**src/core/pz_cfg.svh**
```systemverilog
`ifndef PZ_CFG_SVH
`define PZ_CFG_SVH

// Special-function-register addresses
`define PZ_ADDR_LATCH 8'h80
`define PZ_ADDR_OD_SEL 8'hd4
`define PZ_ADDR_PWM_CTRL 8'hdc
`define PZ_ADDR_CHSEL_HIGH 8'he1
`define PZ_ADDR_CHSEL_LOW 8'he2
`define PZ_ADDR_ALT_SEL 8'he3
`define PZ_ADDR_PULL_DIS 8'he4
`define PZ_ADDR_DIR 8'hf4

// Reset values
`define PZ_LATCH_RST 8'hff
`define PZ_OD_SEL_RST 8'h00
`define PZ_PWM_CTRL_RST 8'h00
`define PZ_CHSEL_HIGH_RST 8'hff
`define PZ_CHSEL_LOW_RST 8'hff
`define PZ_ALT_SEL_RST 8'h00
`define PZ_PULL_DIS_RST 8'h00
`define PZ_DIR_RST 8'hff

// Field positions
`define PZ_ALT_TX_BIT 2
`define PZ_ALT_TMR_BIT 3
`define PZ_ALT_PWM0_BIT 4
`define PZ_PWM6_BIT 0
`define PZ_CHLOW_MSB 7
`define PZ_CHLOW_LSB 4
`define PZ_CHHIGH_MSB 2
`define PZ_CHHIGH_LSB 0
`define PZ_ALT_RSVD_MASK 8'hfc

`endif

```
**src/core/pz_pkg.sv**
```systemverilog
package pz_pkg;
    typedef logic [7:0] pz_byte_t;
    typedef logic [3:0] pz_irq_t;
    typedef enum logic [1:0] {
        PZ_SRC_LATCH,
        PZ_SRC_TIMER,
        PZ_SRC_PWM
    } pz_pin0_src_t;
endpackage

```
**src/core/pz_cfg_if.sv**
```systemverilog
interface pz_cfg_if;
    import pz_pkg::*;
    pz_byte_t dir;
    pz_byte_t pullDis;
    pz_byte_t odSel;
    pz_byte_t latch;
    pz_byte_t analog;
    pz_pin0_src_t pin0Src;
    logic pwmPin6;
    logic txEnable;
    modport ctl (
        output dir, pullDis, odSel, latch, analog, pin0Src, pwmPin6, txEnable
    );
    modport pin (
        input dir, pullDis, odSel, latch, analog, pin0Src, pwmPin6, txEnable
    );
endinterface

```
**src/core/pz_irq_detect.sv**
```systemverilog
module pz_irq_detect (
    input wire logic mclk,
    input wire logic rst,
    input wire logic ce,
    input pz_pkg::pz_irq_t pinLevel,
    input pz_pkg::pz_irq_t irqEnable,
    input wire logic [1:0] irqLevelMode,
    output pz_pkg::pz_irq_t irqReq
);
    import pz_pkg::*;

    pz_irq_t prev;
    pz_irq_t next_req;

    // Previous levels start high so an idle-high pin raises no false edge
    always_ff @(posedge mclk or posedge rst) begin
        if (rst) begin
            prev <= 4'hf;
        end else if (ce) begin
            prev <= pinLevel;
        end
    end

    always_comb begin
        next_req[3] = irqEnable[3] & prev[3] & ~pinLevel[3];
        next_req[2] = irqEnable[2] & ~prev[2] & pinLevel[2];
        for (int i = 0; i < 2; i++) begin
            next_req[i] = irqEnable[i] & ~pinLevel[i]
                & (irqLevelMode[i] | prev[i]);
        end
    end

    always_ff @(posedge mclk or posedge rst) begin
        if (rst) begin
            irqReq <= 4'h0;
        end else if (ce) begin
            irqReq <= next_req;
        end
    end

    rise_two_a: assert property (@(posedge mclk) disable iff (rst)
        ce && !pinLevel[2] ##1 ce && irqEnable[2] && pinLevel[2] |=> irqReq[2])
        else $error("Rising edge on interrupt two missed");

    fall_three_a: assert property (@(posedge mclk) disable iff (rst)
        ce && pinLevel[3] ##1 ce && irqEnable[3] && !pinLevel[3] |=> irqReq[3])
        else $error("Falling edge on interrupt three missed");

    level_zero_a: assert property (@(posedge mclk) disable iff (rst)
        ce && irqEnable[0] && irqLevelMode[0] && !pinLevel[0] |=> irqReq[0])
        else $error("Low level on interrupt zero missed");

    edge_one_a: assert property (@(posedge mclk) disable iff (rst)
        ce && pinLevel[1] ##1 ce && irqEnable[1] && !pinLevel[1] |=> irqReq[1])
        else $error("Falling edge on interrupt one missed");
endmodule // pz_irq_detect

```
**src/core/pz_pin_drive.sv**
```systemverilog
`include "pz_cfg.svh"
module pz_pin_drive (
    input wire logic mclk,
    input wire logic rst,
    input wire logic ce,
    pz_cfg_if.pin cfg,
    input wire logic timerOverflow,
    input wire logic pwmWave,
    input wire logic serialMode0,
    input wire logic txData,
    input wire logic shiftClk,
    input wire logic rxdOut,
    input wire logic rxdOe,
    output pz_pkg::pz_byte_t pinOut,
    output pz_pkg::pz_byte_t pinOe,
    output pz_pkg::pz_byte_t pullupEn,
    output pz_pkg::pz_byte_t analogEn
);
    import pz_pkg::*;

    pz_byte_t next_out;
    pz_byte_t next_oe;
    pz_byte_t next_pull;
    pz_byte_t altForce;

    always_comb begin
        next_out = cfg.latch;
        altForce = 8'h00;
        case (cfg.pin0Src)
            PZ_SRC_PWM: begin
                next_out[0] = pwmWave;
                altForce[0] = 1'b1;
            end
            PZ_SRC_TIMER: begin
                next_out[0] = timerOverflow;
                altForce[0] = 1'b1;
            end
            default: ;
        endcase
        if (cfg.pwmPin6) begin
            next_out[6] = pwmWave;
            altForce[6] = 1'b1;
        end
        if (cfg.txEnable) begin
            next_out[2] = serialMode0 ? shiftClk : txData;
            altForce[2] = 1'b1;
        end
        for (int i = 0; i < 8; i++) begin
            // Open drain only sinks; the high level comes from the pull-up
            next_oe[i] = (altForce[i] | ~cfg.dir[i]) & (~cfg.odSel[i] | ~next_out[i]);
        end
        if (cfg.txEnable && serialMode0) begin
            next_out[1] = rxdOut;
            next_oe[1] = rxdOe & (~cfg.odSel[1] | ~rxdOut);
        end
        next_oe = next_oe & ~cfg.analog;
        next_pull = ~cfg.pullDis & ~cfg.analog;
    end

    always_ff @(posedge mclk or posedge rst) begin
        if (rst) begin
            pinOut <= 8'hff;
            pinOe <= 8'h00;
            pullupEn <= 8'hff;
            analogEn <= 8'h00;
        end else if (ce) begin
            pinOut <= next_out;
            pinOe <= next_oe;
            pullupEn <= next_pull;
            analogEn <= cfg.analog;
        end
    end

    analog_no_drive_a: assert property (@(posedge mclk) disable iff (rst)
        (pinOe & analogEn) == 8'h00)
        else $error("Analog pin is being driven");

    pwm_priority_a: assert property (@(posedge mclk) disable iff (rst)
        ce && cfg.pin0Src == PZ_SRC_PWM |=> pinOut[0] == $past(pwmWave))
        else $error("Pin zero does not carry the pwm wave");

    od_high_float_a: assert property (@(posedge mclk) disable iff (rst)
        ce && cfg.odSel[7] && cfg.latch[7] |=> !pinOe[7])
        else $error("Open-drain pin drives high");

    pull_follow_a: assert property (@(posedge mclk) disable iff (rst)
        ce && !cfg.analog[0] |=> pullupEn[0] == !$past(cfg.pullDis[0]))
        else $error("Pull-up enable does not follow its control bit");
endmodule // pz_pin_drive

```
**src/core/pz_port0.sv**
```systemverilog
// Contract
// - Direction bit 0 makes pin output, 1 input; resets to all inputs.
// - Pull-up control bit 0 enables pull-up, 1 disables; all enabled after reset.
// - Output-type bit 0 push-pull, 1 open-drain; resets to push-pull.
// - Data latch resets to all ones; drives outputs and is read back.
// - Enabled analog channel takes its pin regardless of digital settings.
// - Disabling the channel restores the earlier digital configuration.
// - Channel select bits are active low; reset value 1 disables.
// - Pins one to seven serve as analog channels zero to six.
// - Read-modify-write reads of the port return the latch, not pins.
// - Interrupt three input on pin three requests on falling edge.
// - Interrupt two input on pin two requests on rising edge.
// - Interrupt one input on pin one requests on falling edge or low level.
// - Interrupt zero input on pin zero requests on falling edge or low level.
// - Alternate select bit three drives timer overflow onto pin zero.
// - Alternate select bit four drives the pwm wave onto pin zero.
// - Pwm control bit zero drives the pwm wave onto pin six.
// - Pin two sends transmit data in mode 1, shift clock in mode 0.
// - Pin one receives data in mode 1, bidirectional data in mode 0.
// - Transmit enable routes transmit data to pin two ignoring its direction.
// - Upper four low channel-select bits enable channels zero to three.
`include "pz_cfg.svh"
module pz_port0 (
    input wire logic mclk,
    input wire logic rst,
    input wire logic ce,
    input pz_pkg::pz_byte_t sfrAddr,
    input wire logic sfrWrite,
    input pz_pkg::pz_byte_t sfrWdata,
    input wire logic sfrRead,
    input wire logic sfrRmw,
    output pz_pkg::pz_byte_t sfrRdata,
    output logic sfrHit,
    input pz_pkg::pz_byte_t pinIn,
    output pz_pkg::pz_byte_t pinOut,
    output pz_pkg::pz_byte_t pinOe,
    output pz_pkg::pz_byte_t pullupEn,
    output pz_pkg::pz_byte_t analogEn,
    input wire logic timerOverflow,
    input wire logic pwmWave,
    input wire logic serialMode0,
    input wire logic txData,
    input wire logic shiftClk,
    input wire logic rxdOut,
    input wire logic rxdOe,
    output logic rxData,
    input pz_pkg::pz_irq_t irqEnable,
    input wire logic [1:0] irqLevelMode,
    output pz_pkg::pz_irq_t irqReq
);
    import pz_pkg::*;

    pz_byte_t latch;
    pz_byte_t odSel;
    pz_byte_t pwmCtrl;
    pz_byte_t chSelHigh;
    pz_byte_t chSelLow;
    pz_byte_t alternate_function_select;
    pz_byte_t pullDis;
    pz_byte_t dir;
    pz_byte_t analog;
    pz_byte_t digitalIn;
    pz_byte_t next_rdata;

    pz_cfg_if cfg ();

    function automatic logic isMapped(input pz_byte_t a);
        case (a)
            `PZ_ADDR_LATCH, `PZ_ADDR_OD_SEL, `PZ_ADDR_PWM_CTRL,
            `PZ_ADDR_CHSEL_HIGH, `PZ_ADDR_CHSEL_LOW, `PZ_ADDR_ALT_SEL,
            `PZ_ADDR_PULL_DIS, `PZ_ADDR_DIR: isMapped = 1'b1;
            default: isMapped = 1'b0;
        endcase
    endfunction

    assign sfrHit = isMapped(sfrAddr);

    // Configuration registers are never touched by the analog override,
    // so leaving analog mode brings back the old digital setup
    always_ff @(posedge mclk or posedge rst) begin
        if (rst) begin
            latch <= `PZ_LATCH_RST;
            odSel <= `PZ_OD_SEL_RST;
            pwmCtrl <= `PZ_PWM_CTRL_RST;
            chSelHigh <= `PZ_CHSEL_HIGH_RST;
            chSelLow <= `PZ_CHSEL_LOW_RST;
            alternate_function_select <= `PZ_ALT_SEL_RST;
            pullDis <= `PZ_PULL_DIS_RST;
            dir <= `PZ_DIR_RST;
        end else if (ce && sfrWrite) begin
            case (sfrAddr)
                `PZ_ADDR_LATCH: latch <= sfrWdata;
                `PZ_ADDR_OD_SEL: odSel <= sfrWdata;
                `PZ_ADDR_PWM_CTRL: pwmCtrl <= sfrWdata;
                `PZ_ADDR_CHSEL_HIGH: chSelHigh <= sfrWdata;
                `PZ_ADDR_CHSEL_LOW: chSelLow <= sfrWdata;
                `PZ_ADDR_ALT_SEL: alternate_function_select <= sfrWdata & `PZ_ALT_RSVD_MASK;
                `PZ_ADDR_PULL_DIS: pullDis <= sfrWdata;
                `PZ_ADDR_DIR: dir <= sfrWdata;
                default: ;
            endcase
        end
    end

    // Active-low selects; pin zero never carries a channel
    assign analog = {~chSelHigh[`PZ_CHHIGH_MSB:`PZ_CHHIGH_LSB],
        ~chSelLow[`PZ_CHLOW_MSB:`PZ_CHLOW_LSB], 1'b0};

    // Digital input of an analog pin is cut off and reads as one
    assign digitalIn = pinIn | analog;

    assign cfg.dir = dir;
    assign cfg.pullDis = pullDis;
    assign cfg.odSel = odSel;
    assign cfg.latch = latch;
    assign cfg.analog = analog;
    assign cfg.pwmPin6 = pwmCtrl[`PZ_PWM6_BIT];
    assign cfg.txEnable = alternate_function_select[`PZ_ALT_TX_BIT];
    assign cfg.pin0Src = alternate_function_select[`PZ_ALT_PWM0_BIT] ? PZ_SRC_PWM :
        (alternate_function_select[`PZ_ALT_TMR_BIT] ? PZ_SRC_TIMER : PZ_SRC_LATCH);

    always_comb begin
        case (sfrAddr)
            `PZ_ADDR_LATCH: next_rdata = sfrRmw ? latch : digitalIn;
            `PZ_ADDR_OD_SEL: next_rdata = odSel;
            `PZ_ADDR_PWM_CTRL: next_rdata = pwmCtrl;
            `PZ_ADDR_CHSEL_HIGH: next_rdata = chSelHigh;
            `PZ_ADDR_CHSEL_LOW: next_rdata = chSelLow;
            `PZ_ADDR_ALT_SEL: next_rdata = alternate_function_select;
            `PZ_ADDR_PULL_DIS: next_rdata = pullDis;
            `PZ_ADDR_DIR: next_rdata = dir;
            default: next_rdata = 8'h00;
        endcase
    end

    always_ff @(posedge mclk or posedge rst) begin
        if (rst) begin
            sfrRdata <= 8'h00;
        end else if (ce && sfrRead) begin
            sfrRdata <= next_rdata;
        end
    end

    always_ff @(posedge mclk or posedge rst) begin
        if (rst) begin
            rxData <= 1'b1;
        end else if (ce) begin
            rxData <= digitalIn[1];
        end
    end

    pz_pin_drive pinDrive (
        .mclk(mclk),
        .rst(rst),
        .ce(ce),
        .cfg(cfg.pin),
        .timerOverflow(timerOverflow),
        .pwmWave(pwmWave),
        .serialMode0(serialMode0),
        .txData(txData),
        .shiftClk(shiftClk),
        .rxdOut(rxdOut),
        .rxdOe(rxdOe),
        .pinOut(pinOut),
        .pinOe(pinOe),
        .pullupEn(pullupEn),
        .analogEn(analogEn)
    );

    pz_irq_detect irqDetect (
        .mclk(mclk),
        .rst(rst),
        .ce(ce),
        .pinLevel(digitalIn[3:0]),
        .irqEnable(irqEnable),
        .irqLevelMode(irqLevelMode),
        .irqReq(irqReq)
    );

    dir_write_a: assert property (@(posedge mclk) disable iff (rst)
        ce && sfrWrite && sfrAddr == `PZ_ADDR_DIR |=> dir == $past(sfrWdata))
        else $error("Direction register missed a write");

    rmw_latch_a: assert property (@(posedge mclk) disable iff (rst)
        ce && sfrRead && sfrRmw && sfrAddr == `PZ_ADDR_LATCH
        |=> sfrRdata == $past(latch))
        else $error("Read-modify-write did not return the latch");

    chan_enable_a: assert property (@(posedge mclk) disable iff (rst)
        ce && sfrWrite && sfrAddr == `PZ_ADDR_CHSEL_LOW && !sfrWdata[4] ##1 ce
        |=> analogEn[1] && !pinOe[1])
        else $error("Channel zero did not take pin one");

    chan_high_a: assert property (@(posedge mclk) disable iff (rst)
        ce && sfrWrite && sfrAddr == `PZ_ADDR_CHSEL_HIGH && !sfrWdata[2] ##1 ce
        |=> analogEn[7])
        else $error("Channel six did not take pin seven");

    timer_out_a: assert property (@(posedge mclk) disable iff (rst)
        ce && alternate_function_select[3] && !alternate_function_select[4] && !odSel[0]
        |=> pinOe[0] && pinOut[0] == $past(timerOverflow))
        else $error("Timer overflow not on pin zero");

    tx_route_a: assert property (@(posedge mclk) disable iff (rst)
        ce && alternate_function_select[2] && !serialMode0 && !analog[2] && !odSel[2]
        |=> pinOe[2] && pinOut[2] == $past(txData))
        else $error("Transmit data not on pin two");

    pwm_six_a: assert property (@(posedge mclk) disable iff (rst)
        ce && pwmCtrl[0] && !analog[6] && !odSel[6]
        |=> pinOe[6] && pinOut[6] == $past(pwmWave))
        else $error("Pwm wave not on pin six");

    latch_out_a: assert property (@(posedge mclk) disable iff (rst)
        ce && !dir[5] && !odSel[5] && !analog[5]
        |=> pinOe[5] && pinOut[5] == $past(latch[5]))
        else $error("Latch value not driven on pin five");

    freeze_hold_a: assert property (@(posedge mclk) disable iff (rst)
        !ce |=> $stable(latch) && $stable(dir) && $stable(pinOut) && $stable(pinOe))
        else $error("State changed while the clock enable was low");

    latch_write_a: assert property (@(posedge mclk) disable iff (rst)
        ce && sfrWrite && sfrAddr == `PZ_ADDR_LATCH |=> latch == $past(sfrWdata))
        else $error("Data latch missed a write");

    od_write_a: assert property (@(posedge mclk) disable iff (rst)
        ce && sfrWrite && sfrAddr == `PZ_ADDR_OD_SEL |=> odSel == $past(sfrWdata))
        else $error("Output-type register missed a write");

    pull_write_a: assert property (@(posedge mclk) disable iff (rst)
        ce && sfrWrite && sfrAddr == `PZ_ADDR_PULL_DIS |=> pullDis == $past(sfrWdata))
        else $error("Pull-up register missed a write");

    analog_read_a: assert property (@(posedge mclk) disable iff (rst)
        ce && sfrRead && !sfrRmw && sfrAddr == `PZ_ADDR_LATCH
        |=> (sfrRdata & $past(analog)) == $past(analog))
        else $error("Analog pin did not read as one");

    read_hold_a: assert property (@(posedge mclk) disable iff (rst)
        ce && !sfrRead |=> $stable(sfrRdata))
        else $error("Read data changed without a read");

    analog_pull_a: assert property (@(posedge mclk) disable iff (rst)
        (pullupEn & analogEn) == 8'h00)
        else $error("Pull-up left on at an analog pin");

    restore_drive_a: assert property (@(posedge mclk) disable iff (rst)
        ce && $fell(analog[1]) && !dir[1] && !odSel[1] && !alternate_function_select[`PZ_ALT_TX_BIT]
        |=> pinOe[1])
        else $error("Pin one did not return to output");

    restore_pull_a: assert property (@(posedge mclk) disable iff (rst)
        ce && $fell(analog[3]) && !pullDis[3] |=> pullupEn[3])
        else $error("Pull-up on pin three did not come back");

    chan_off_a: assert property (@(posedge mclk) disable iff (rst)
        ce && (&chSelLow[`PZ_CHLOW_MSB:`PZ_CHLOW_LSB])
        && (&chSelHigh[`PZ_CHHIGH_MSB:`PZ_CHHIGH_LSB]) |=> analogEn == 8'h00)
        else $error("Analog channel on with its select bit high");

    digital_zero_a: assert property (@(posedge mclk) disable iff (rst)
        analogEn[0] == 1'b0)
        else $error("Pin zero was handed to the converter");

    off_three_a: assert property (@(posedge mclk) disable iff (rst)
        ce && !irqEnable[3] |=> !irqReq[3])
        else $error("Disabled interrupt three requested");

    off_two_a: assert property (@(posedge mclk) disable iff (rst)
        ce && !irqEnable[2] |=> !irqReq[2])
        else $error("Disabled interrupt two requested");

    edge_zero_a: assert property (@(posedge mclk) disable iff (rst)
        ce && digitalIn[0] ##1 ce && irqEnable[0] && !digitalIn[0] |=> irqReq[0])
        else $error("Falling edge on interrupt zero missed");

    level_one_a: assert property (@(posedge mclk) disable iff (rst)
        ce && irqEnable[1] && irqLevelMode[1] && !digitalIn[1] |=> irqReq[1])
        else $error("Low level on interrupt one missed");

    shift_clock_a: assert property (@(posedge mclk) disable iff (rst)
        ce && alternate_function_select[`PZ_ALT_TX_BIT] && serialMode0 && !analog[2] && !odSel[2]
        |=> pinOe[2] && pinOut[2] == $past(shiftClk))
        else $error("Shift clock not on pin two");

    rxd_drive_a: assert property (@(posedge mclk) disable iff (rst)
        ce && alternate_function_select[`PZ_ALT_TX_BIT] && serialMode0 && rxdOe && !analog[1] && !odSel[1]
        |=> pinOe[1] && pinOut[1] == $past(rxdOut))
        else $error("Mode zero data not driven on pin one");

    rx_data_a: assert property (@(posedge mclk) disable iff (rst)
        ce && !analog[1] |=> rxData == $past(pinIn[1]))
        else $error("Received data does not follow pin one");

    od_sink_a: assert property (@(posedge mclk) disable iff (rst)
        ce && odSel[4] && !dir[4] && !latch[4] && !analog[4]
        |=> pinOe[4] && !pinOut[4])
        else $error("Open-drain pin does not sink low");

    pwm_zero_a: assert property (@(posedge mclk) disable iff (rst)
        ce && alternate_function_select[`PZ_ALT_PWM0_BIT] && !odSel[0]
        |=> pinOe[0] && pinOut[0] == $past(pwmWave))
        else $error("Pwm wave not on pin zero");
endmodule // pz_port0

```
**config.mk**
```make
export PLATFORM = sky130hd
export DESIGN_NAME = pz_port0
export DESIGN_NICKNAME = d
export VERILOG_FILES = /design/src/core/pz_pkg.sv /design/src/core/pz_cfg_if.sv /design/src/core/pz_irq_detect.sv /design/src/core/pz_pin_drive.sv /design/src/core/pz_port0.sv
export VERILOG_INCLUDE_DIRS = /design/src /design/src/core
export SDC_FILE = /design/constraint.sdc
export NUM_CORES = 1
export LEC_CHECK = 0
export ABC_AREA = 0
export BUFFER_PORTS_ARGS = -buffer_cell sky130_fd_sc_hd__buf_2
export CAP_MARGIN = 10
export CORE_MARGIN = 10
export CORE_UTILIZATION = 34
export CTS_CLUSTER_SIZE = 20
export DETAILED_ROUTE_END_ITERATION = 7
export MAX_ROUTING_LAYER = met4
export PLACE_DENSITY = 0.63
export REMOVE_ABC_BUFFERS = 1
export SLEW_MARGIN = 20
export SYNTH_ARGS = -nofsm -noshare
export SYNTH_HDL_FRONTEND = slang
export SYNTH_HIERARCHICAL = 1
export SYNTH_SLANG_ARGS = --single-unit
```
**constraint.sdc**
```tcl
create_clock -name mclk -period 4.6 [get_ports mclk]
set_input_delay 0.92 -clock mclk [delete_from_list [all_inputs] [get_ports mclk]]
set_output_delay 0.92 -clock mclk [all_outputs]
set_load 0.03 [all_outputs]
```
Yosys cells after proc, flatten, opt, wreduce, memory -nomap -nowiden
Index checks and enable logic that the tools add are counted.
- register bits after elaboration: 110
- input port bits: 43
- output and inout port bits: 46
- logic and storage cells: 120
- eq/ne operators: 10
- multiplexer cells: 14
- bitwise operators: 67
- reduce and logical (&&, ||, !) cells: 13
- operators by type and width (cell ; number):
    8-bit equality test, second input constant ; 8
    8-bit case mux with 8 select lines ; 1
    1-bit inverter ; 29
    1-bit bitwise AND ; 17
    8-bit bitwise AND ; 2
    8-bit inverter ; 2
    2-bit AND reduction ; 8
    1-bit OR ; 14
    1-bit 2-to-1 mux ; 10
    8-bit 2-to-1 mux ; 1
    8-bit OR ; 1
    8-bit OR reduction ; 1
    4-bit inverter ; 1
    1-bit logical AND ; 3
    3-bit inverter ; 1
    2-bit by 1-bit equality test with 1-bit output, second input constant ; 1
    2-bit equality test, second input constant ; 1
    2-bit 2-to-1 mux ; 1
    1-bit case mux with 2 select lines ; 1
    2-bit OR reduction ; 1

Logic depth before layout (Yosys ltp)
- word-level depth: 8
- mapped depth: 6

Cells and area by module
The synthesis kept the hierarchy.
- modules (own cells, without submodules) (module ; times used ; cells each ; area an instance (um^2) ; sequential area each (um^2)):
    pz_port0 ; 1 ; 284 ; 3599.7 ; 1818.0
    pz_pin_drive ; 1 ; 113 ; 1446.4 ; 820.8
    pz_irq_detect ; 1 ; 27 ; 365.4 ; 205.2

Least setup slack after synthesis
Ideal clock, no wire load.
- path type: in2out
- start point: in sfrAddr[2]
- end point: out sfrHit
- arrival: 1.962 ns
- slack: 1.718 ns
- stages: 4
- buffers on the path: 1
- path through: buf_4 or4b_4 a21oi_1 a31o_2
- cells in the longest elaborated chain, start to end: 3
- elaborated cells between the ends (all ways): 10
- those cells by class: eq/ne (8); mux (1); reduce/logical (1)
- RTL lines (item ; RTL line ; source):
    from (decl) ; pz_port0.sv:27 ; input pz_pkg::pz_byte_t sfrAddr,
    8-bit equality test ; pz_port0.sv:68 ; case (a)
    8-bit OR reduction (*) ; pz_port0.sv:68 ;
    1-bit 2-to-1 mux (*) ; pz_port0.sv:68 ;
    to (decl) ; pz_port0.sv:33 ; output logic sfrHit,
Every way passes the cells marked *; elsewhere a longest branch is shown, timed or not.

Final worst setup path
- start point: in sfrAddr[4]
- end point: out sfrHit
The elaborated chain is that of the path after synthesis.

==> summary.md <==
| Metric | Value |
|---|---|
| Pwr/cell area | `324.2 mW/mm2` |
| Global route overflow | `0` |
| Final instance area | `between 0.006 and 0.007 mm2` |
| EDFF count, synth | `0` |
| Async SR Flop Fraction | `100.0%` |
| Top_reg_cell synth | `dfrtp_1` |
| Sequential area share after synthesis | `52.55%` |
| CTS Buf Count | `9` |
| Vias in the first global route | `3948` |
| Syn_area_per_cell | `12.76 um2` |
| Post-CTS Setup Inserts | `0` |
| Setup violators final | `0` |
| Hold Slack | `449.4 ps` |
| Synth Area in Simple Gates | `10.08%` |
| Nets@finish | `roughly 550` |
| Die area | `0.02136 mm2` |
| Critical path capture point type | `primary output` |
| Iter 0 DRT Violations | `350` |
| Fmax achieved | `312.8 MHz` |
| Hpwl dp | `11390 um` |
| Kind of critical path | `in -> out` |
| Die height | `146.2 um` |
| Antenna cell count | `0` |
| Min cycle time layout | `3197 ps` |
| Global-route wire length before repair | `roughly 24000 um` |
| Antenna Nets Post-Route | `0` |
| Worst skew pair latency | `360 ps` |
| Post-Place Cell Area | `between 0.006 and 0.007 mm2` |
| Max-cap violation count | `0` |
| Static Leak | `2.787 nW` |
| Maximum fanout along the worst path | `13` |
| CTS tree | `built` |
| Final-report hold violation count | `0` |
| # port buffers | `88` |
| Post-Syn Instances | `424` |
| Core Area | `0.01577 mm2` |
| Crit path required time | `3680 ps` |
| Post-synthesis mux area share | `around a fifth` |
| Adder-Cell Fraction of Synth Area | `0.4624%` |
| GRT Overall Usage | `approximately 15%` |
| RePlAce Congestion | `0.9156` |
| Pwr Total | `2.041 mW` |
| Routed len/inst | `roughly 21 um` |
| H-tree levels | `3` |
| Crit path DAT | `2280 ps` |
| Fin. max-slew vios | `0` |
| Synth Area in Compound Gates | `13.41%` |
| Most frequent cells in the layout | `buf_2, mux2_2, dfrtp_1` |
| Clk slew on worst S/H paths | `roughly 70 ps` |
| Worst slew pin tran | `1139 ps` |
| Relative slew slack | `23.47%` |
| Die span in x | `146.2 um` |
| RSZ-0062 raised after global routing | `false` |
| Syn-to-layout area delta | `16.32%` |
| Rows | `46` |
| DP Cell Count | `712` |
| Tcrit/Tclk final | `between 60 and 70%` |
| XOR/XNOR Fraction of Synth Area | `0%` |
| Post_cts resized | `0` |
| Commonest non-fill, non-tap cell in the layout | `buf_2` |
| Initial antenna violation count | `0` |
| Drt pass-1 iters | `6` |
| Clock skew | `roughly 9.3 ps` |
| Yosys warnings | `6` |
| Hold buffers post-CTS | `0` |
| Synth Register Bits | `111` |
| Largest family of logic cells by synthesized area | `multiplexers` |
| Root Driver | `clkbuf_16` |
| Distinct cells, synth | `62` |
| Starting Density | `34.31%` |
| Clk buf depth | `2` |
| Post-route insts no fill | `728` |
| Worst Setup Start Kind | `input port` |
| Fraction of layout cells with a size suffix above 1 | `52.93%` |
| Vias post-DR | `3837` |
| DRC Markers | `0` |
| Post-place setup slack | `1396 ps` |
| Largest net degree at the start of global routing | `45` |
| Final Core Density | `39.92%` |
| Setup ws final | `1403 ps` |
| Drt total wl | `around 16000 um` |
| Worst min path class | `reg -> reg` |
| Status | `finished, final reports clean` |
| IO Pins | `between 80 and 90` |
| Sink Count | `approximately 110` |
| Vias per cell | `around 5.3` |
| Max rail drop VDD | `~0.00018 V` |
| Cell area after synthesis | `0.005411 mm2` |
| Setup TNS | `0 ps` |
cell families after synthesis:
kind of cell,after synthesis
AOI/OAI and AO/OA,91
adders and majority gates,2
buffers and inverters,44
DFF,111
muxes,90
other,1
and+or+nand+nor,85
cell usage after synthesis (all sizes together) (2+ instances only):
| cell type | instances | share of area, % |
|---|---|---|
| a2111oi | 9 | 1.8 |
| a211oi | 6 | 0.83 |
| a21o | 6 | 0.83 |
| a21oi | 11 | 1.0 |
| a221oi | 5 | 0.81 |
| a22o | 9 | 1.5 |
| a22oi | 7 | 0.97 |
| a311oi | 4 | 0.65 |
| a31oi | 3 | 0.35 |
| and2 | 3 | 0.35 |
| and3 | 8 | 1.0 |
| and4b | 2 | 0.42 |
| and4bb | 2 | 0.46 |
| buf | 15 | 2.0 |
| clkbuf | 7 | 0.86 |
| dfrtp | 58 | 27 |
| dfstp | 53 | 26 |
| ha | 2 | 0.46 |
| inv | 21 | 1.5 |
| mux2 | 82 | 17 |
| mux2i | 8 | 1.5 |
| nand2 | 17 | 1.3 |
| nand2b | 5 | 0.58 |
| nand3 | 3 | 0.28 |
| nand3b | 4 | 0.55 |
| nand4b | 2 | 0.32 |
| nor2 | 18 | 1.5 |
| nor2b | 8 | 0.92 |
| nor3 | 2 | 0.18 |
| nor3b | 3 | 0.42 |
| o211ai | 2 | 0.28 |
| o21ai | 7 | 0.65 |
| o2bb2ai | 5 | 0.81 |
| o31ai | 8 | 1.1 |
| o41ai | 3 | 0.90 |
worst max-delay path: stages:
cell and delay, ps:
buf_2 210, or4b_4 630, a21oi_1 190, a31o_2 120, buf_2 200
layer usage:
| metal | global-route usage (%) | part of all wire, % | vias up |
|---|---|---|---|
| met2 | 23.57 | 48 | 128 |
| li1 | - | - | 1742 |
| met1 | 18.82 | 45 | 1948 |
| met5 | - | 0 | - |
| met4 | 3.904 | 1.5 | 0 |
| met3 | 3.492 | 5.4 | 19 |
cell type report:
cell class	count	area, um2
fillers	1561	9475
well taps	216	270.3
flip-flops and latches	111	2844
clock buffers	10	239.0
inverters	21	78.83
multi-input cells	271	2336
clock inverters	6	48.80
repair buffers	93	478.0
path summary, 6_finish.rpt:
path                                                          startpoint                               end  slack [ps]  cells after the start
worst min register to register                cfg.pullDis[7]$_DFFE_PP0P_  pinDrive/pullupEn[7]$_DFFE_PP1P_         450                      1
min in group asynchronous                                            rst   irqDetect/irqReq[2]$_DFFE_PP0P_         520                      2
worst min-delay path                          cfg.pullDis[7]$_DFFE_PP0P_  pinDrive/pullupEn[7]$_DFFE_PP1P_         450                      1
worst max-delay path                                          sfrAddr[4]                            sfrHit        1400                      5
max in group asynchronous                                            rst          chSelHigh[1]$_DFFE_PP1P_        2830                      3
worst max register to register  alternate_function_select[4]$_DFFE_PP0P_    pinDrive/pinOut[0]$_DFFE_PP1P_        2890                      6
report_power, final:
group          switching [mW]  leakage [nW]  internal (mW)
Clock                   0.376         0.144          0.391
Combinational           0.149          1.34         0.0758
Sequential             0.0258          1.31           1.02
No activity file was read; power rests on OpenSTA's default activity.
